<file path="src/core/dsq_pkg.sv">
// Constants, types and timing for the disc drive operation sequencer
// Function
// - Start switch spins pack, head load to 000
// - Ready and lamp about 20 s after start
// - When ready, accept seek, head, read, write
// - Recalibrate returns heads to cylinder 000
// - Recalibrate by command, address plug, seek incomplete
// - Seek by command moves heads to cylinder
// - Failed seek reports incomplete, then recalibrates
// - Offset seek moves heads off track centreline
// - Stop retracts heads so pack is removable
// - Emergency retract on retract or power failure
// - Select one of 19 data heads only
// - Head select and transfer only when locked
// - Write stream is MFM encoded into pulses
// - Separator splits clock, strobes each read bit
// - Unseated pack blocks all drive operation
// - Ready stays low from seek strobe until on cylinder
package dsq_pkg;
  // ---------------------------------------------------------------
  // Timing
  // ---------------------------------------------------------------
  localparam int unsigned CLK_HZ = 25000000;
  localparam int unsigned CYC_PER_MS = CLK_HZ / 1000;
  localparam int unsigned START_TO_READY_MS = 20000;
  localparam int unsigned START_TO_READY_CYC = START_TO_READY_MS * CYC_PER_MS;
  // Generous bounds; a healthy seek ends far sooner
  localparam int unsigned SEEK_TIMEOUT_MS = 100;
  localparam int unsigned SEEK_TIMEOUT_CYC = SEEK_TIMEOUT_MS * CYC_PER_MS;
  localparam int unsigned RETRACT_TIMEOUT_MS = 2000;
  localparam int unsigned RETRACT_TIMEOUT_CYC = RETRACT_TIMEOUT_MS * CYC_PER_MS;
  localparam int unsigned TMR_W = 32;
  // ---------------------------------------------------------------
  // Geometry
  // ---------------------------------------------------------------
  localparam int unsigned CYL_W = 10;
  localparam logic [9:0] CYL_HOME = 10'h000;
  localparam int unsigned HEAD_W = 5;
  localparam logic [4:0] NUM_DATA_HEADS = 5'h13;
  // ---------------------------------------------------------------
  // Read bit cell of four clocks: two clock, two data window
  // ---------------------------------------------------------------
  localparam logic [1:0] CELL_DATA_WIN = 2'h2;
  localparam logic [1:0] CELL_LAST = 2'h3;
  localparam logic [1:0] CELL_RESYNC = 2'h2;
  // ---------------------------------------------------------------
  // Commands, transfer modes, states
  // ---------------------------------------------------------------
  typedef enum logic [2:0] {
    OP_NONE = 3'h0,
    OP_SEEK = 3'h1,
    OP_RECAL = 3'h2,
    OP_OFFSET = 3'h3,
    OP_READ = 3'h4,
    OP_WRITE = 3'h5,
    OP_XFER_END = 3'h6
  } dsq_op_e;
  typedef enum logic [1:0] {
    XF_IDLE = 2'h0,
    XF_READ = 2'h1,
    XF_WRITE = 2'h2
  } dsq_xfer_e;
  typedef enum logic [3:0] {
    ST_IDLE = 4'h0,
    ST_SPINUP = 4'h1,
    ST_LOAD = 4'h3,
    ST_READY = 4'h2,
    ST_SEEK = 4'h6,
    ST_RECAL = 4'h7,
    ST_OFFSET = 4'h5,
    ST_RETRACT = 4'h4,
    ST_EMERG = 4'hc
  } dsq_state_e;
endpackage

</file>
<file path="src/core/dsq_sequencer.sv">
// Drive operation sequencer: head positioning, head select, MFM write, read separator
`timescale 1ns/1ps
module dsq_sequencer #(
  parameter int unsigned P_READY_CYC = dsq_pkg::START_TO_READY_CYC,
  parameter int unsigned P_SEEK_TO_CYC = dsq_pkg::SEEK_TIMEOUT_CYC,
  parameter int unsigned P_RETRACT_TO_CYC = dsq_pkg::RETRACT_TIMEOUT_CYC
) (
  input wire logic ref_clk_i,
  input wire logic rst_i,
  input wire logic start_sw_i,
  input wire logic power_ok_i,
  input wire logic supply_ok_i,
  input wire logic pack_seated_i,
  input wire logic spindle_at_speed_i,
  input wire logic addr_plug_i,
  input wire logic cmd_valid_i,
  input wire logic [2:0] cmd_op_i,
  input wire logic [9:0] cmd_cyl_i,
  input wire logic [4:0] cmd_head_i,
  input wire logic cmd_offset_dir_i,
  input wire logic [9:0] servo_cyl_i,
  input wire logic servo_on_track_i,
  input wire logic heads_retracted_i,
  input wire logic wr_data_i,
  input wire logic wr_bit_stb_i,
  input wire logic rd_flux_i,
  output logic spindle_on_o,
  output logic heads_load_o,
  output logic [9:0] servo_target_o,
  output logic servo_move_o,
  output logic servo_offset_o,
  output logic servo_offset_dir_o,
  output logic heads_retract_o,
  output logic emerg_retract_o,
  output logic ready_o,
  output logic ready_lamp_o,
  output logic seek_incomplete_o,
  output logic [4:0] head_sel_o,
  output logic head_sel_valid_o,
  output logic wr_gate_o,
  output logic wr_clk_pulse_o,
  output logic wr_data_pulse_o,
  output logic rd_gate_o,
  output logic rd_data_o,
  output logic rd_strobe_o
);
  // ---------------------------------------------------------------
  // State
  // ---------------------------------------------------------------
  dsq_pkg::dsq_state_e st_q, st_d;
  dsq_pkg::dsq_xfer_e xfer_q, xfer_d;
  logic [31:0] rdy_tmr_q, rdy_tmr_d;
  logic [31:0] op_tmr_q, op_tmr_d;
  logic [9:0] tgt_q, tgt_d;
  logic [4:0] head_q, head_d;
  logic plug_q, plug_d;
  logic recal_pend_q, recal_pend_d;
  logic seek_inc_q, seek_inc_d;
  logic move_q, move_d;
  logic offs_q, offs_d;
  logic offs_dir_q, offs_dir_d;
  logic ready_q, ready_d;
  logic spin_q, spin_d;
  logic load_q, load_d;
  logic retr_q, retr_d;
  logic emerg_q, emerg_d;
  logic hsv_q, hsv_d;
  logic wr_gate_q, wr_gate_d;
  logic wr_prev_q, wr_prev_d;
  logic wr_clk_q, wr_clk_d;
  logic wr_dat_q, wr_dat_d;
  logic rd_gate_q, rd_gate_d;
  logic [1:0] cell_q, cell_d;
  logic seen_q, seen_d;
  logic rd_dat_q, rd_dat_d;
  logic rd_stb_q, rd_stb_d;
  logic stop;
  logic pwr_fail;
  logic arrived;
  logic lock_ok;
  logic op_done;
  logic in_clk_win;

  // ---------------------------------------------------------------
  // Conditions
  // ---------------------------------------------------------------
  always_comb begin
    // An unseated pack counts as a stop request
    stop = !start_sw_i || !pack_seated_i;
    pwr_fail = !power_ok_i || !supply_ok_i;
    // Servo has not seen a launch yet while move is high; its lock is stale
    arrived = servo_on_track_i && (servo_cyl_i == tgt_q) && !move_q;
    lock_ok = (st_q == dsq_pkg::ST_READY) && servo_on_track_i;
    op_done = (op_tmr_q == 32'h0);
    in_clk_win = (cell_q < dsq_pkg::CELL_DATA_WIN);
  end

  // ---------------------------------------------------------------
  // Positioning sequence
  // ---------------------------------------------------------------
  always_comb begin
    st_d = st_q;
    tgt_d = tgt_q;
    head_d = head_q;
    xfer_d = xfer_q;
    seek_inc_d = seek_inc_q;
    offs_d = offs_q;
    offs_dir_d = offs_dir_q;
    move_d = 1'b0;
    plug_d = addr_plug_i;
    recal_pend_d = recal_pend_q;
    rdy_tmr_d = (rdy_tmr_q != 32'h0) ? rdy_tmr_q - 32'h1 : 32'h0;
    op_tmr_d = op_done ? 32'h0 : op_tmr_q - 32'h1;
    if (addr_plug_i && !plug_q && st_q != dsq_pkg::ST_IDLE) begin
      recal_pend_d = 1'b1;
    end
    unique case (st_q)
      dsq_pkg::ST_IDLE: begin
        recal_pend_d = 1'b0;
        xfer_d = dsq_pkg::XF_IDLE;
        if (!stop && !pwr_fail) begin
          st_d = dsq_pkg::ST_SPINUP;
          rdy_tmr_d = P_READY_CYC;
        end
      end
      dsq_pkg::ST_SPINUP: begin
        if (stop || pwr_fail) begin
          st_d = dsq_pkg::ST_IDLE;
        end else if (spindle_at_speed_i) begin
          st_d = dsq_pkg::ST_LOAD;
          tgt_d = dsq_pkg::CYL_HOME;
          move_d = 1'b1;
          op_tmr_d = P_SEEK_TO_CYC;
        end
      end
      dsq_pkg::ST_RETRACT: begin
        if (heads_retracted_i) begin
          st_d = dsq_pkg::ST_IDLE;
        end else if (op_done || pwr_fail) begin
          st_d = dsq_pkg::ST_EMERG;
        end
      end
      dsq_pkg::ST_EMERG: begin
        // Hold off restart until the operator releases start
        if (heads_retracted_i && !start_sw_i) begin
          st_d = dsq_pkg::ST_IDLE;
        end
      end
      default: begin
        if (pwr_fail) begin
          st_d = dsq_pkg::ST_EMERG;
        end else if (stop) begin
          st_d = dsq_pkg::ST_RETRACT;
          op_tmr_d = P_RETRACT_TO_CYC;
        end else begin
          unique case (st_q)
            dsq_pkg::ST_LOAD: begin
              if (arrived && rdy_tmr_q == 32'h0) begin
                st_d = dsq_pkg::ST_READY;
              end else if (op_done && !arrived) begin
                st_d = dsq_pkg::ST_RECAL;
                move_d = 1'b1;
                op_tmr_d = P_SEEK_TO_CYC;
              end
            end
            dsq_pkg::ST_SEEK: begin
              if (arrived) begin
                st_d = dsq_pkg::ST_READY;
              end else if (op_done) begin
                seek_inc_d = 1'b1;
                st_d = dsq_pkg::ST_RECAL;
                tgt_d = dsq_pkg::CYL_HOME;
                move_d = 1'b1;
                op_tmr_d = P_SEEK_TO_CYC;
              end
            end
            dsq_pkg::ST_RECAL: begin
              if (arrived) begin
                st_d = dsq_pkg::ST_READY;
              end else if (op_done) begin
                st_d = dsq_pkg::ST_EMERG;
              end
            end
            dsq_pkg::ST_OFFSET: begin
              if (servo_on_track_i && !move_q) begin
                st_d = dsq_pkg::ST_READY;
              end else if (op_done) begin
                st_d = dsq_pkg::ST_RECAL;
                tgt_d = dsq_pkg::CYL_HOME;
                offs_d = 1'b0;
                move_d = 1'b1;
                op_tmr_d = P_SEEK_TO_CYC;
              end
            end
            dsq_pkg::ST_READY: begin
              if (recal_pend_q) begin
                recal_pend_d = 1'b0;
                st_d = dsq_pkg::ST_RECAL;
                tgt_d = dsq_pkg::CYL_HOME;
                offs_d = 1'b0;
                xfer_d = dsq_pkg::XF_IDLE;
                move_d = 1'b1;
                op_tmr_d = P_SEEK_TO_CYC;
              end else if (cmd_valid_i) begin
                if (cmd_op_i == dsq_pkg::OP_SEEK) begin
                  st_d = dsq_pkg::ST_SEEK;
                  tgt_d = cmd_cyl_i;
                  seek_inc_d = 1'b0;
                  offs_d = 1'b0;
                  xfer_d = dsq_pkg::XF_IDLE;
                  move_d = 1'b1;
                  op_tmr_d = P_SEEK_TO_CYC;
                end else if (cmd_op_i == dsq_pkg::OP_RECAL) begin
                  st_d = dsq_pkg::ST_RECAL;
                  tgt_d = dsq_pkg::CYL_HOME;
                  offs_d = 1'b0;
                  xfer_d = dsq_pkg::XF_IDLE;
                  move_d = 1'b1;
                  op_tmr_d = P_SEEK_TO_CYC;
                end else if (cmd_op_i == dsq_pkg::OP_OFFSET) begin
                  st_d = dsq_pkg::ST_OFFSET;
                  offs_d = 1'b1;
                  offs_dir_d = cmd_offset_dir_i;
                  xfer_d = dsq_pkg::XF_IDLE;
                  move_d = 1'b1;
                  op_tmr_d = P_SEEK_TO_CYC;
                end else if ((cmd_op_i == dsq_pkg::OP_READ ||
                              cmd_op_i == dsq_pkg::OP_WRITE) &&
                             cmd_head_i < dsq_pkg::NUM_DATA_HEADS) begin
                  head_d = cmd_head_i;
                  xfer_d = (cmd_op_i == dsq_pkg::OP_READ) ?
                           dsq_pkg::XF_READ : dsq_pkg::XF_WRITE;
                end else if (cmd_op_i == dsq_pkg::OP_XFER_END) begin
                  xfer_d = dsq_pkg::XF_IDLE;
                end
              end
            end
            default: begin
              st_d = dsq_pkg::ST_EMERG;
            end
          endcase
        end
      end
    endcase
    // Transfer mode drops to idle whenever the next state is not ready
    if (st_d != dsq_pkg::ST_READY) begin
      xfer_d = dsq_pkg::XF_IDLE;
    end
    if (rst_i) begin
      st_d = dsq_pkg::ST_IDLE;
    end
  end

  // ---------------------------------------------------------------
  // Status and drive outputs
  // ---------------------------------------------------------------
  always_comb begin
    ready_d = (st_d == dsq_pkg::ST_READY);
    spin_d = (st_d == dsq_pkg::ST_SPINUP) || (st_d == dsq_pkg::ST_LOAD) ||
             (st_d == dsq_pkg::ST_READY) || (st_d == dsq_pkg::ST_SEEK) ||
             (st_d == dsq_pkg::ST_RECAL) || (st_d == dsq_pkg::ST_OFFSET) ||
             (st_d == dsq_pkg::ST_RETRACT);
    load_d = spin_d && (st_d != dsq_pkg::ST_SPINUP) && (st_d != dsq_pkg::ST_RETRACT);
    retr_d = (st_d == dsq_pkg::ST_RETRACT);
    emerg_d = (st_d == dsq_pkg::ST_EMERG);
    hsv_d = lock_ok && (xfer_q != dsq_pkg::XF_IDLE);
    wr_gate_d = lock_ok && (xfer_q == dsq_pkg::XF_WRITE);
    rd_gate_d = lock_ok && (xfer_q == dsq_pkg::XF_READ);
  end

  // ---------------------------------------------------------------
  // MFM write encoder
  // ---------------------------------------------------------------
  always_comb begin
    wr_clk_d = 1'b0;
    wr_dat_d = 1'b0;
    wr_prev_d = wr_gate_q ? wr_prev_q : 1'b0;
    if (wr_gate_q && wr_bit_stb_i) begin
      // Clock pulse only between two zero cells
      wr_dat_d = wr_data_i;
      wr_clk_d = !wr_data_i && !wr_prev_q;
      wr_prev_d = wr_data_i;
    end
  end

  // ---------------------------------------------------------------
  // Read data separator
  // ---------------------------------------------------------------
  always_comb begin
    cell_d = 2'h0;
    seen_d = 1'b0;
    rd_dat_d = 1'b0;
    rd_stb_d = 1'b0;
    if (rd_gate_q) begin
      cell_d = cell_q + 2'h1;
      seen_d = seen_q;
      if (rd_flux_i && in_clk_win) begin
        // Clock pulses pull the window; a crude lock, no frequency track
        cell_d = dsq_pkg::CELL_RESYNC;
      end else if (rd_flux_i) begin
        seen_d = 1'b1;
      end
      if (cell_q == dsq_pkg::CELL_LAST) begin
        rd_stb_d = 1'b1;
        rd_dat_d = seen_q || rd_flux_i;
        seen_d = 1'b0;
      end
    end
  end

  // ---------------------------------------------------------------
  // Registers
  // ---------------------------------------------------------------
  always_ff @(posedge ref_clk_i) begin
    if (rst_i) begin
      st_q <= dsq_pkg::ST_IDLE;
      xfer_q <= dsq_pkg::XF_IDLE;
      rdy_tmr_q <= 32'h0;
      op_tmr_q <= 32'h0;
      tgt_q <= dsq_pkg::CYL_HOME;
      head_q <= 5'h00;
      plug_q <= 1'b0;
      recal_pend_q <= 1'b0;
      seek_inc_q <= 1'b0;
      move_q <= 1'b0;
      offs_q <= 1'b0;
      offs_dir_q <= 1'b0;
      ready_q <= 1'b0;
      spin_q <= 1'b0;
      load_q <= 1'b0;
      retr_q <= 1'b0;
      emerg_q <= 1'b0;
      hsv_q <= 1'b0;
      wr_gate_q <= 1'b0;
      wr_prev_q <= 1'b0;
      wr_clk_q <= 1'b0;
      wr_dat_q <= 1'b0;
      rd_gate_q <= 1'b0;
      cell_q <= 2'h0;
      seen_q <= 1'b0;
      rd_dat_q <= 1'b0;
      rd_stb_q <= 1'b0;
    end else begin
      st_q <= st_d;
      xfer_q <= xfer_d;
      rdy_tmr_q <= rdy_tmr_d;
      op_tmr_q <= op_tmr_d;
      tgt_q <= tgt_d;
      head_q <= head_d;
      plug_q <= plug_d;
      recal_pend_q <= recal_pend_d;
      seek_inc_q <= seek_inc_d;
      move_q <= move_d;
      offs_q <= offs_d;
      offs_dir_q <= offs_dir_d;
      ready_q <= ready_d;
      spin_q <= spin_d;
      load_q <= load_d;
      retr_q <= retr_d;
      emerg_q <= emerg_d;
      hsv_q <= hsv_d;
      wr_gate_q <= wr_gate_d;
      wr_prev_q <= wr_prev_d;
      wr_clk_q <= wr_clk_d;
      wr_dat_q <= wr_dat_d;
      rd_gate_q <= rd_gate_d;
      cell_q <= cell_d;
      seen_q <= seen_d;
      rd_dat_q <= rd_dat_d;
      rd_stb_q <= rd_stb_d;
    end
  end

  assign spindle_on_o = spin_q;
  assign heads_load_o = load_q;
  assign servo_target_o = tgt_q;
  assign servo_move_o = move_q;
  assign servo_offset_o = offs_q;
  assign servo_offset_dir_o = offs_dir_q;
  assign heads_retract_o = retr_q;
  assign emerg_retract_o = emerg_q;
  assign ready_o = ready_q;
  assign ready_lamp_o = ready_q;
  assign seek_incomplete_o = seek_inc_q;
  assign head_sel_o = head_q;
  assign head_sel_valid_o = hsv_q;
  assign wr_gate_o = wr_gate_q;
  assign wr_clk_pulse_o = wr_clk_q;
  assign wr_data_pulse_o = wr_dat_q;
  assign rd_gate_o = rd_gate_q;
  assign rd_data_o = rd_dat_q;
  assign rd_strobe_o = rd_stb_q;
endmodule

</file>
<file path="config.mk">
export PLATFORM = sky130hd
export DESIGN_NAME = dsq_sequencer
export DESIGN_NICKNAME = d
export VERILOG_FILES = /design/src/core/dsq_pkg.sv /design/src/core/dsq_sequencer.sv
export SDC_FILE = /design/constraint.sdc
export NUM_CORES = 1
export LEC_CHECK = 0
export BUFFER_PORTS_ARGS = -buffer_cell sky130_fd_sc_hd__buf_2
export CORE_MARGIN = 8
export CORE_UTILIZATION = 45
export DETAILED_ROUTE_END_ITERATION = 8
export GPL_TIMING_DRIVEN = 0
export PLACE_DENSITY = 0.72
export SLEW_MARGIN = 20
export SYNTH_ARGS = -nofsm -noshare
export SYNTH_HDL_FRONTEND = slang
export SYNTH_SLANG_ARGS = --single-unit
</file>
<file path="constraint.sdc">
create_clock -name ref_clk_i -period 2.7 [get_ports ref_clk_i]
set_input_delay 0.405 -clock ref_clk_i [delete_from_list [all_inputs] [get_ports ref_clk_i]]
set_output_delay 0.405 -clock ref_clk_i [all_outputs]
set_load 0.01 [all_outputs]
</file>
# Word level (Yosys, flattened, before mapping)
# Index checks and enable logic that the tools add are counted.
# Widths: inputs -> output; s select.
# classes
add_sub_neg	3
n_lt_le_gt_ge	2
n_eq_ne	49
mux	108
n_bitwise	13
reduce_logical	70
# op_table
op	count
$mux 32	18
$pmux 32 s4	1
$mux 10	11
$mux 4	21
$logic_not 32->1	2
$pmux 32 s2	1
$sub 32x1->32 const B	2
$mux 1	34
$eq 4x3->1 const B	8
$reduce_bool 32->1	1
$pmux 10 s3	1
$mux 2	12
$pmux 10 s2	1
$pmux 4 s5	1
$reduce_and 10->1	2
$logic_and 1x1->1	19
$reduce_and 9->1	2
$eq 4x2->1 const B	4
$ne 2x2->1 const B	8
$pmux 4 s4	1
$reduce_or 3->1	5
$not 1->1	13
$logic_or 1x1->1	12
$ne 2x1->1 const B	6
30 further kinds	59
# word_totals
regBits	107
out_inout_bits	32
word_cells	273

# Longest topological paths before layout
# Gate-level depths: netlist (run 1).
# logic_depth
word_depth	21
ltp_mapped	10
depth_no_buf	9

# Least setup slack after synthesis (run 1)
# OpenSTA, ideal clock, no wires.
# synth_timing
path_type	reg2reg
from	register rdy_tmr_q[8]
to	register load_q, in the netlist heads_load_o
setup_time_ns	0.134
t_arrival_ns	2.483
setup_slack_ns	0.083
stages_incl_launch_ff	10
path_buffers	2
synth_period_minus_slack_ns	2.617
path_cell_list	dfxtp_1 -> or4_4 -> or3_1 -> buf_2 -> or4_4 -> buf_6 -> and2_4 -> o221ai_4 -> and3_4 -> o31ai_1
# synth_via
elab_chain_len	17
word_cells_on_any_way	25
classes_between	eq/ne: 9; mux: 6; reduce/logical: 10
# synth_lines
item	line_no	source
start: declaration	dsq_sequencer.sv:52	logic [31:0] rdy_tmr_q, rdy_tmr_d;
start signal: assignment	dsq_sequencer.sv:346	rdy_tmr_q <= rdy_tmr_d;
$logic_not 32->1 (*)	dsq_sequencer.sv:158	if (arrived && rdy_tmr_q == 32'h0) begin
$logic_and 1x1->1 (*)	dsq_sequencer.sv:158	
$mux 4 (*)	dsq_sequencer.sv:158	
$pmux 4 s5 (*)	dsq_sequencer.sv:156	unique case (st_q)
$mux 4 (*)	dsq_sequencer.sv:152	end else if (stop) begin
$mux 4 (*)	dsq_sequencer.sv:150	if (pwr_fail) begin
$pmux 4 s4 (*)	dsq_sequencer.sv:117	unique case (st_q)
$mux 4 (*)	dsq_sequencer.sv:249	if (rst_i) begin
$eq 4x1->1 / $eq 4x2->1 (equally long branches)	dsq_sequencer.sv:259	spin_d = (st_d == dsq_pkg::ST_SPINUP) || (st_d == dsq_pkg::ST_LOAD) ||
$logic_or 1x1->1 (2 in series)	dsq_sequencer.sv:259	
$logic_or 1x1->1 (2 in series)	dsq_sequencer.sv:260	(st_d == dsq_pkg::ST_READY) || (st_d == dsq_pkg::ST_SEEK) ||
$logic_or 1x1->1 (2 in series)	dsq_sequencer.sv:261	(st_d == dsq_pkg::ST_RECAL) || (st_d == dsq_pkg::ST_OFFSET) ||
$logic_and 1x1->1	dsq_sequencer.sv:263	load_d = spin_d && (st_d != dsq_pkg::ST_SPINUP) && (st_d != dsq_pkg::ST_RETRACT);
$logic_and 1x1->1 (*)	dsq_sequencer.sv:263	
end signal: assignment	dsq_sequencer.sv:358	load_q <= load_d;
end: declaration	dsq_sequencer.sv:64	logic load_q, load_d;
# Every way passes the cells marked *; elsewhere a longest branch is shown, timed or not.
# A chain may end at the register's enable or synchronous reset.

# Worst setup path in the final report (run 1)
# Ends and elaborated chain as after synthesis.

==> qor.yml, run 1 <==
layout:
  areaGrowthSynthToFinish_pct: 21.0
  final_util_pct: 56.1
  final_cell_mix: "dfxtp_1 (104), nor2_1 (99), buf_2 (74), a21oi_1 (48), nand2_1 (47)"
  drive_above_1_share_pct: 20.6
  diodes: 0
  fillers: 1048
  final_common_cell: "dfxtp_1"
  fin_nets: 771
sta:
  period_share_pct: 98.0
  layout_min_cycle_time_ns: 2.65
  worst_pin_slew_ns: 0.893
  holdWs_ns: 0.244
  rsz0062_at_grt: "false"
  slew_violations: 0
  fin_skew_ns: 0.00855
  max_slew_margin_pct: 40.0
  hold_viol: 0
  setup_violations: 0
  fmax_ghz: 0.378
cts:
  clkSinkCount: 107
  cts_root_buf: "clkbuf_16"
  cts_buffers: 9
  clkTransAtPathRegs_ns: 0.07
  clockBufferDepth: 2
  tritoncts: "built"
  htree_levels: 3
  holdBufCountCts: 0
  clk-insertion-delay-late_ns: 0.35
route:
  wl_met3_um: 633
  drt-initial-drc-count: 417
  avgViaCountPerCell: 5.60
  top_layer_used: "met4"
  wl_met1_mm: 6.16
  vias: 4876
  routed_wl_mm: 13.8
  drcViolationCount: 0
  drtPass1Iterations: 5
  drtAntennaViolNets: 0
  wire_per_inst_um: 15.9
  dr_wl_met2_mm: 6.84
power:
  peakVddDrop_mv: 0.933
  p_per_area_nw_per_um2: 1100
  p_leak_nw: 2.64
outcome:
  outcome: "completed"
die:
  start_util_pct: 46.4
  die_w_um: 125
  die-area_um2: 15600
  rows: 39
  core_area_um2: 11500
  die_y_um: 125
  pin_count: 75
min_path:
  hp-class: "in2reg"
synth:
  syn_nets: 682
  yosysWarningCount: 0
  ys_async_sr_fraction_pct: 0
  synth_ff_type: "dfxtp_1"
  synth_seq_cells: 107
  syn_area_um2: 5340
  syn_inst: 634
  ys_seq_area_share_pct: 40.1
  syn_area_per_cell_um2: 8.42
  synth_cell_types: 71
  synth_edf_count: 0
critical_path:
  cp_cell_sequence: "or4_4, or3_4, or4_4, and2_4, o221ai_4, and3_4, o31ai_1"
  crit_family: "simple AND/OR/NAND/NOR gates"
  cp-start-kind: "flop"
  arrival_ns: 2.87
  cpMostUsedCell: "or4_4"
  worst_ep_required_time_ns: 2.93
  cp-end-kind: "flop"
  max_stage_delay_ns: 0.56
  crit_type: "reg2reg"
  crit_path_max_fanout: 8
  critPathBufInv: 0
  critPathSlowestCell: "or4_4"
global_routing:
  grt_pass1_vias: 4710
  grt.overflow.total: 0
  grt_util_all_layers_pct: 17.2
  grt_max_degree: 20
  grt_pass1_wl_mm: 22.6
  antenna_found_initial: 0
placement:
  numPortBuffers: 72
  place_congestion: 0.935
  hpwl_mm: 10.1
job:
  drv_cap: 0
-- repair_timing --
action / CTS / global route
pin swaps: 5 / 8
setup endpoints to repair: 56 / 53
resized for setup: 19 / 21
cloned: 0 / 0
setup buffers: 3 / 8
-- flip-flops by register name, summed over array words and instances, names as in the netlist, 2 cells and up --
register,flops
head_sel_o,5
xfer_q,2
cell_q,2
rdy_tmr_q,32
st_q,4
op_tmr_q,32
servo_target_o,10
-- per-layer routing --
metal / up-vias / GRT usage (%)
met3: 20 / 3.68
met5: - / 0
met1: 2303 / 21.0
li1: 2422 / -
met2: 131 / 29.1
met4: 0 / 6.81
-- worst paths after layout --
kind | to | from | slack [ns] | depth (start not counted)
min | wr_clk_pulse_o$_SDFF_PP0_ | wr_data_i | 0.24 | 2
max | heads_load_o$_SDFF_PP0_ | rdy_tmr_q[8]$_SDFF_PP0_ | 0.05 | 7
max reg2reg | heads_load_o$_SDFF_PP0_ | rdy_tmr_q[8]$_SDFF_PP0_ | 0.05 | 7
min reg2reg | wr_clk_pulse_o$_SDFF_PP0_ | wr_prev_q$_SDFFE_PP0P_ | 0.42 | 1
-- cell usage after synthesis (6+ instances only) --
library cell,n,area [um2]
nand2_1,47,176
nor3b_1,6,45.0
inv_1,13,48.8
o21ai_0,19,95.1
dfxtp_1,107,2140
nor3_1,26,130
nand3_1,7,35.0
clkbuf_1,19,71.3
nand4_1,8,50.1
a22o_1,11,96.3
mux2i_1,9,90.1
xnor2_1,46,403
xor2_1,22,193
a21oi_1,48,240
nor2b_1,6,37.5
nor4_1,17,106
a211oi_1,6,45.0
nand2b_1,10,62.6
or4_1,6,45.0
nor2_1,100,375
or3_1,12,75.1
-- kinds of logic (layout without fill, tap and decap cells) --
logic type	count (synthesis)	count (layout)	share of synthesized area, %
AOI/OAI and AO/OA	123	123	15.0
xor gates and xnor gates	68	68	11.2
adders and majority gates	6	6	1.38
buffers and inverters	40	134	3.09
DFF	107	107	40.1
muxes	9	9	1.69
and+or+nand+nor	281	281	27.5
-- final cells by class --
type / instances / area, um2 / share of cell area, %
multi-input combinational: 487 / 3220 / 49.8
tap: 143 / 179 / 2.77
clock buffer: 9 / 225 / 3.49
inverter: 13 / 48.8 / 0.755
sequential: 107 / 2150 / 33.2
clock inverter: 7 / 110 / 1.70
timing repair buffer: 83 / 443 / 6.86
buffer: 22 / 93.8 / 1.45
-- worst reg2reg max path, stage by stage (launching register included) --
cell	delay (ns)
dfxtp_2	0.35
or4_4	0.54
or3_4	0.39
or4_4	0.56
and2_4	0.18
o221ai_4	0.18
and3_4	0.25
o31ai_1	0.08
-- per-stage QoR --
step	area [um2]	TNS (ns)	power, mW	worst slack [ns]	cells
2_1_floorplan	5340	0	4.58	0.0829	634
3_3_place_gp	5880	-14.70	5.04	-0.624	849
5_1_grt	6460	0	7.59	0.00269	871
4_1_cts	6310	0	6.83	0.0206	864
6_report	6460	0	7.11	0.0538	871
3_5_place_dp	5880	-10.52	5.14	-0.429	849
-- power breakdown --
group          switching (mW)  internal [mW]  leakage [nW]
combinational            1.64           1.57          1.61
clock                   0.631          0.829         0.159
sequential              0.444           1.99         0.871
Note: power is estimated with default switching activity, not from simulation.
==> inputs of run 2 (changes only) <==
--- a/config.mk
+++ b/config.mk
@@ -10,7 +10,7 @@
 export CORE_UTILIZATION = 45
 export DETAILED_ROUTE_END_ITERATION = 8
 export GPL_TIMING_DRIVEN = 0
-export PLACE_DENSITY = 0.72
+export PLACE_DENSITY = 0.67
 export SLEW_MARGIN = 20
 export SYNTH_ARGS = -nofsm -noshare
 export SYNTH_HDL_FRONTEND = slang
==> run 2 against run 1 <==
Against the previous run:
- final cell count up 0.57%
- critical path depth unchanged
- power up 1.0%
- count of clock-buffer cells in the layout up 1
- sequential cell count unchanged
- highest routed layer unchanged
- fmax about the same
- sequential share of layout area down 0.22 points
==> qor.yml, run 2 (synthesis results as in run 1) <==
die:
  start_util_pct: 46.4
  rows: 39
  die_w_um: 125
  die-area_um2: 15600
  die_y_um: 125
  pin_count: 75
  core_area_um2: 11500
placement:
  hpwl_mm: 10.3
  place_congestion: 0.904
  dp_cells: 850
  numPortBuffers: 72
job:
  drv_cap: 0
route:
  avgViaCountPerCell: 5.61
  drtPass1Iterations: 5
  drcViolationCount: 0
  routed_wl_mm: 14.0
  wire_per_inst_um: 16.0
  drt-initial-drc-count: 426
  vias: 4918
  drtAntennaViolNets: 0
cts:
  tritoncts: "built"
  cts_root_buf: "clkbuf_16"
  htree_levels: 3
  clk-insertion-delay-late_ns: 0.35
  clockBufferDepth: 2
  cts_buffers: 9
  clkSinkCount: 107
  clkTransAtPathRegs_ns: 0.07
power:
  p_sw_mw: 2.72
  finalPower_mw: 7.18
  p_int_mw: 4.46
  power_frac_comb_pct: 46.0
  clock_power_share_pct: 19.9
  p_per_area_nw_per_um2: 1100
  seq_power_share_pct: 34.1
  peakVddDrop_mv: 0.818
  swShare_pct: 37.8
  p_leak_nw: 2.68
sta:
  worst_pin_slew_ns: 0.792
  period_share_pct: 97.9
  slew_violations: 0
  fin_skew_ns: 0.00926
  hold_viol: 0
  max_slew_margin_pct: 46.6
  finalSetupTns_ns: 0
  layout_min_cycle_time_ns: 2.64
  holdWs_ns: 0.239
  setup_violations: 0
  fmax_ghz: 0.378
critical_path:
  ff2ff_path_depth: 7
  crit_type: "reg2reg"
  max_stage_delay_ns: 0.55
  critPathBufInv: 0
  critPathSlowestCell: "or4_4"
  r2r-start: "rdy_tmr_q[19]$_SDFF_PP0_"
  crit_path_max_fanout: 4
  rrSetupSlack_ns: 0.06
  cp-end-kind: "flop"
  rr_endpoint: "heads_load_o$_SDFF_PP0_"
  cp_cell_sequence: "or4_4, or3_4, or4_4, and2_4, o221ai_4, and3_4, o31ai_1"
  cpMostUsedCell: "or4_4"
  cp-start-kind: "flop"
  worst_ep_required_time_ns: 2.92
  arrival_ns: 2.86
  crit_family: "simple AND/OR/NAND/NOR gates"
min_path:
  min_path_cells: 2
  hold_start: "wr_data_i"
  hp-class: "in2reg"
  hold_end: "wr_clk_pulse_o$_SDFF_PP0_"
layout:
  final_common_cell: "dfxtp_1"
  areaGrowthSynthToFinish_pct: 22.2
  final_cell_mix: "dfxtp_1 (101), nor2_1 (99), buf_2 (75), a21oi_1 (48), nand2_1 (47)"
  stdcell_count: 876
  diodes: 0
  fillers: 1100
  fin_nets: 776
  drive_above_1_share_pct: 21.8
global_routing:
  antenna_found_initial: 0
  grt.overflow.total: 0
  grt_pass1_wl_mm: 23.1
  grt_max_degree: 19
  grt_pass1_vias: 4745
  grt_util_all_layers_pct: 17.6
outcome:
  outcome: "completed"
## run 2: cell count changes in the layout (fill, tap and decap cells not counted), moves of 2 or more
cell,delta
dfxtp_1,-3
nor4_2,+2
buf_4,+3
dfxtp_2,+2
nor4_1,-2
## run 2: repair_timing
item | in CTS | in global routing
setup buffers | 3 | 11
pin swaps | 6 | 9
hold buffers | 0 | 0
setup endpoints to repair | 62 | 45
gates resized for setup | 17 | 29
## run 2: final cells by class
class	instances	area, um2	area share, %
buffer	23	104	1.59
clock buffer	10	239	3.66
clock inverter	6	93.8	1.44
inverter	13	48.8	0.748
multi-input combinational	487	3240	49.6
sequential	107	2150	33.0
tap	143	179	2.74
timing repair buffer	87	470	7.21
## run 2: worst max path at each step
stage / startpoint / end / slack (ns) / cells after the start
after floorplan: rdy_tmr_q[8]$_SDFF_PP0_ / heads_load_o$_SDFF_PP0_ / 0.08 / 9
after global placement: start_sw_i / op_tmr_q[24]$_SDFF_PP0_ / -0.77 / 9
after detailed placement: st_q[0]$_SDFF_PP0_ / op_tmr_q[24]$_SDFF_PP0_ / -0.47 / 8
after CTS: op_tmr_q[28]$_SDFF_PP0_ / op_tmr_q[5]$_SDFF_PP0_ / 0.02 / 7
after global routing: rdy_tmr_q[11]$_SDFF_PP0_ / rdy_tmr_q[30]$_SDFF_PP0_ / -0.003 / 8
final: rdy_tmr_q[19]$_SDFF_PP0_ / heads_load_o$_SDFF_PP0_ / 0.06 / 7
## run 2: per-stage QoR
| step | utilization (%) | area, um2 | worst slack, ns |
|---|---|---|---|
| final | 56.6 | 6520 | 0.0563 |
| after global routing | 56.6 | 6520 | -0.00261 |
| after CTS | 54.9 | 6320 | 0.0179 |
| after detailed placement | 51.1 | 5890 | -0.471 |
| after global placement | 51.0 | 5880 | -0.767 |
| after floorplan | - | 5340 | 0.0829 |
## run 2: power by group through the flow
stage / Sequential [mW] / Combinational [mW] / Clock, mW
after global routing: 2.51 / 3.67 / 1.53
after floorplan: 2.32 / 2.26 / 0
after CTS: 2.40 / 2.93 / 1.48
after global placement: 2.38 / 2.67 / 0
after detailed placement: 2.41 / 2.75 / 0
final: 2.45 / 3.30 / 1.43
## run 2: routing by layer
| layer | vias up | routed length (um) | global-route usage (%) | part of all wire, % |
|---|---|---|---|---|
| li1 | 2426 | - | - | - |
| met1 | 2309 | 6180 | 21.7 | 44 |
| met2 | 164 | 6900 | 29.9 | 49 |
| met3 | 19 | 751 | 4.41 | 5.4 |
| met4 | 0 | 184 | 4.58 | 1.3 |
| met5 | - | 0 | 0 | 0 |
==> inputs of run 3 (changes only) <==
--- a/config.mk
+++ b/config.mk
@@ -8,6 +8,7 @@
 export BUFFER_PORTS_ARGS = -buffer_cell sky130_fd_sc_hd__buf_2
 export CORE_MARGIN = 8
 export CORE_UTILIZATION = 45
+export CTS_BUF_LIST = sky130_fd_sc_hd__clkbuf_8
 export DETAILED_ROUTE_END_ITERATION = 8
 export GPL_TIMING_DRIVEN = 0
 export PLACE_DENSITY = 0.67
==> run 3 against run 2 <==
Against the previous run:
- design area shrank 1.6%
- wire length is 0.62% lower
- critical path depth unchanged
- sequential cell count is the same
- critical endpoint unchanged
==> qor.yml, run 3 (synthesis results as in run 1) <==
placement:
  dp_cells: 850
  place_congestion: 0.904
  numPortBuffers: 72
  hpwl_mm: 10.3
critical_path:
  cp-end-kind: "flop"
  crit_path_max_fanout: 5
  cp-start-kind: "flop"
  worst_ep_required_time_ns: 2.95
  crit_type: "reg2reg"
  arrival_ns: 2.90
layout:
  seq_area_um2: 2160
  areaGrowthSynthToFinish_pct: 20.3
  fin_nets: 776
  diodes: 0
  final_util_pct: 55.8
  final_cell_mix: "nor2_1 (99), dfxtp_1 (99), buf_2 (75), a21oi_1 (48), nand2_1 (47)"
  drive_above_1_share_pct: 22.0
  stdcell_count: 876
  fillers: 1104
  multi_input_area_um2: 3230
route:
  avgViaCountPerCell: 5.61
  wire_per_inst_um: 15.9
  drcViolationCount: 0
  vias: 4913
  drt-initial-drc-count: 353
  drtAntennaViolNets: 0
  drtPass1Iterations: 5
  routed_wl_mm: 13.9
cts:
  clockBufferDepth: 2
  cts_buffers: 9
  tritoncts: "built"
  clkSinkCount: 107
  clkTransAtPathRegs_ns: 0.10
  clk-insertion-delay-late_ns: 0.38
  htree_levels: 3
  cts_root_buf: "clkbuf_8"
global_routing:
  grt_pass1_wl_mm: 23.0
  grt_pass1_vias: 4736
  antenna_found_initial: 0
  grt_util_all_layers_pct: 17.6
  grt.overflow.total: 0
  grt_max_degree: 19
power:
  p_int_mw: 4.17
  clock_power_share_pct: 16.2
  p_leak_nw: 2.64
  peakVddDrop_mv: 0.877
  p_per_area_nw_per_um2: 1060
  swShare_pct: 38.9
  seq_power_share_pct: 35.8
  p_sw_mw: 2.66
  power_frac_comb_pct: 48.0
die:
  die_w_um: 125
  start_util_pct: 46.4
  core_area_um2: 11500
  pin_count: 75
  die-area_um2: 15600
  rows: 39
  die_y_um: 125
min_path:
  hp-class: "in2reg"
sta:
  max_slew_margin_pct: 48.7
  setup_violations: 0
  fmax_ghz: 0.377
  hold_viol: 0
  period_share_pct: 98.1
  fin_skew_ns: 0.0119
  slew_violations: 0
  worst_pin_slew_ns: 0.761
  layout_min_cycle_time_ns: 2.65
job:
  drv_cap: 0
outcome:
  outcome: "completed"
[run 3: metrics by stage]
step                      setup WS (ns)  power, mW  instance area (um2)  hold WS, ns  setup TNS [ns]
after floorplan                  0.0829       4.58                 5340        0.396               0
after detailed placement         -0.471       5.15                 5890        0.413          -12.79
after global placement           -0.767       5.06                 5880        0.410          -20.25
after global routing           -0.00451       7.37                 6420        0.173        -0.00451
final                            0.0507       6.83                 6420        0.198               0
after CTS                        0.0147       6.49                 6230        0.170               0
[run 3: final timing paths]
check                           slack, ns                        end  cells past startpoint                      from
worst max-delay path                 0.05    heads_load_o$_SDFF_PP0_                      7  rdy_tmr_q[18]$_SDFF_PP0_
worst min-delay path                 0.20  wr_clk_pulse_o$_SDFF_PP0_                      2                 wr_data_i
worst max register to register       0.05    heads_load_o$_SDFF_PP0_                      7  rdy_tmr_q[18]$_SDFF_PP0_
worst min register to register       0.43  wr_clk_pulse_o$_SDFF_PP0_                      1    wr_prev_q$_SDFFE_PP0P_
[run 3: routing by layer]
layer / vias up / GRT usage, % / routed length (um) / part of all wire (%)
li1: 2429 / - / - / -
met3: 15 / 3.90 / 684 / 4.9
met1: 2351 / 21.6 / 6140 / 44
met5: - / 0 / 0 / 0
met4: 0 / 6.09 / 196 / 1.4
met2: 118 / 29.7 / 6920 / 50
[run 3: what timing repair did]
action | CTS | global route
pin swaps | 6 | 11
endpoints found under the setup margin | 62 | 48
hold buffers | 0 | 0
gates resized for setup | 18 | 30
buffers inserted | 4 | 10
[run 3: critical path, cell delays in order, from the launching register on]
cell and delay (ns):
dfxtp_1 0.36, or4_4 0.54, or3_4 0.38, or4_4 0.55
and2_4 0.18, o221ai_4 0.18, and3_4 0.25, o31ai_1 0.08
[run 3: power groups by stage]
| stage | sequential [mW] | clock [mW] | combinational (mW) |
|---|---|---|---|
| after floorplan | 2.32 | 0 | 2.26 |
| after global placement | 2.38 | 0 | 2.67 |
| after detailed placement | 2.41 | 0 | 2.75 |
| after CTS | 2.40 | 1.15 | 2.94 |
| after global routing | 2.51 | 1.20 | 3.66 |
| final | 2.45 | 1.11 | 3.28 |
[run 3: final cells by class]
| type | instances | area share [%] |
|---|---|---|
| Multi-Input combinational cell | 487 | 50.3 |
| Sequential cell | 107 | 33.6 |
| Timing Repair Buffer | 87 | 7.33 |
| Tap cell | 143 | 2.79 |
| Clock buffer | 10 | 2.14 |
| Buffer | 23 | 1.62 |
| Clock inverter | 6 | 1.46 |
| Inverter | 13 | 0.760 |
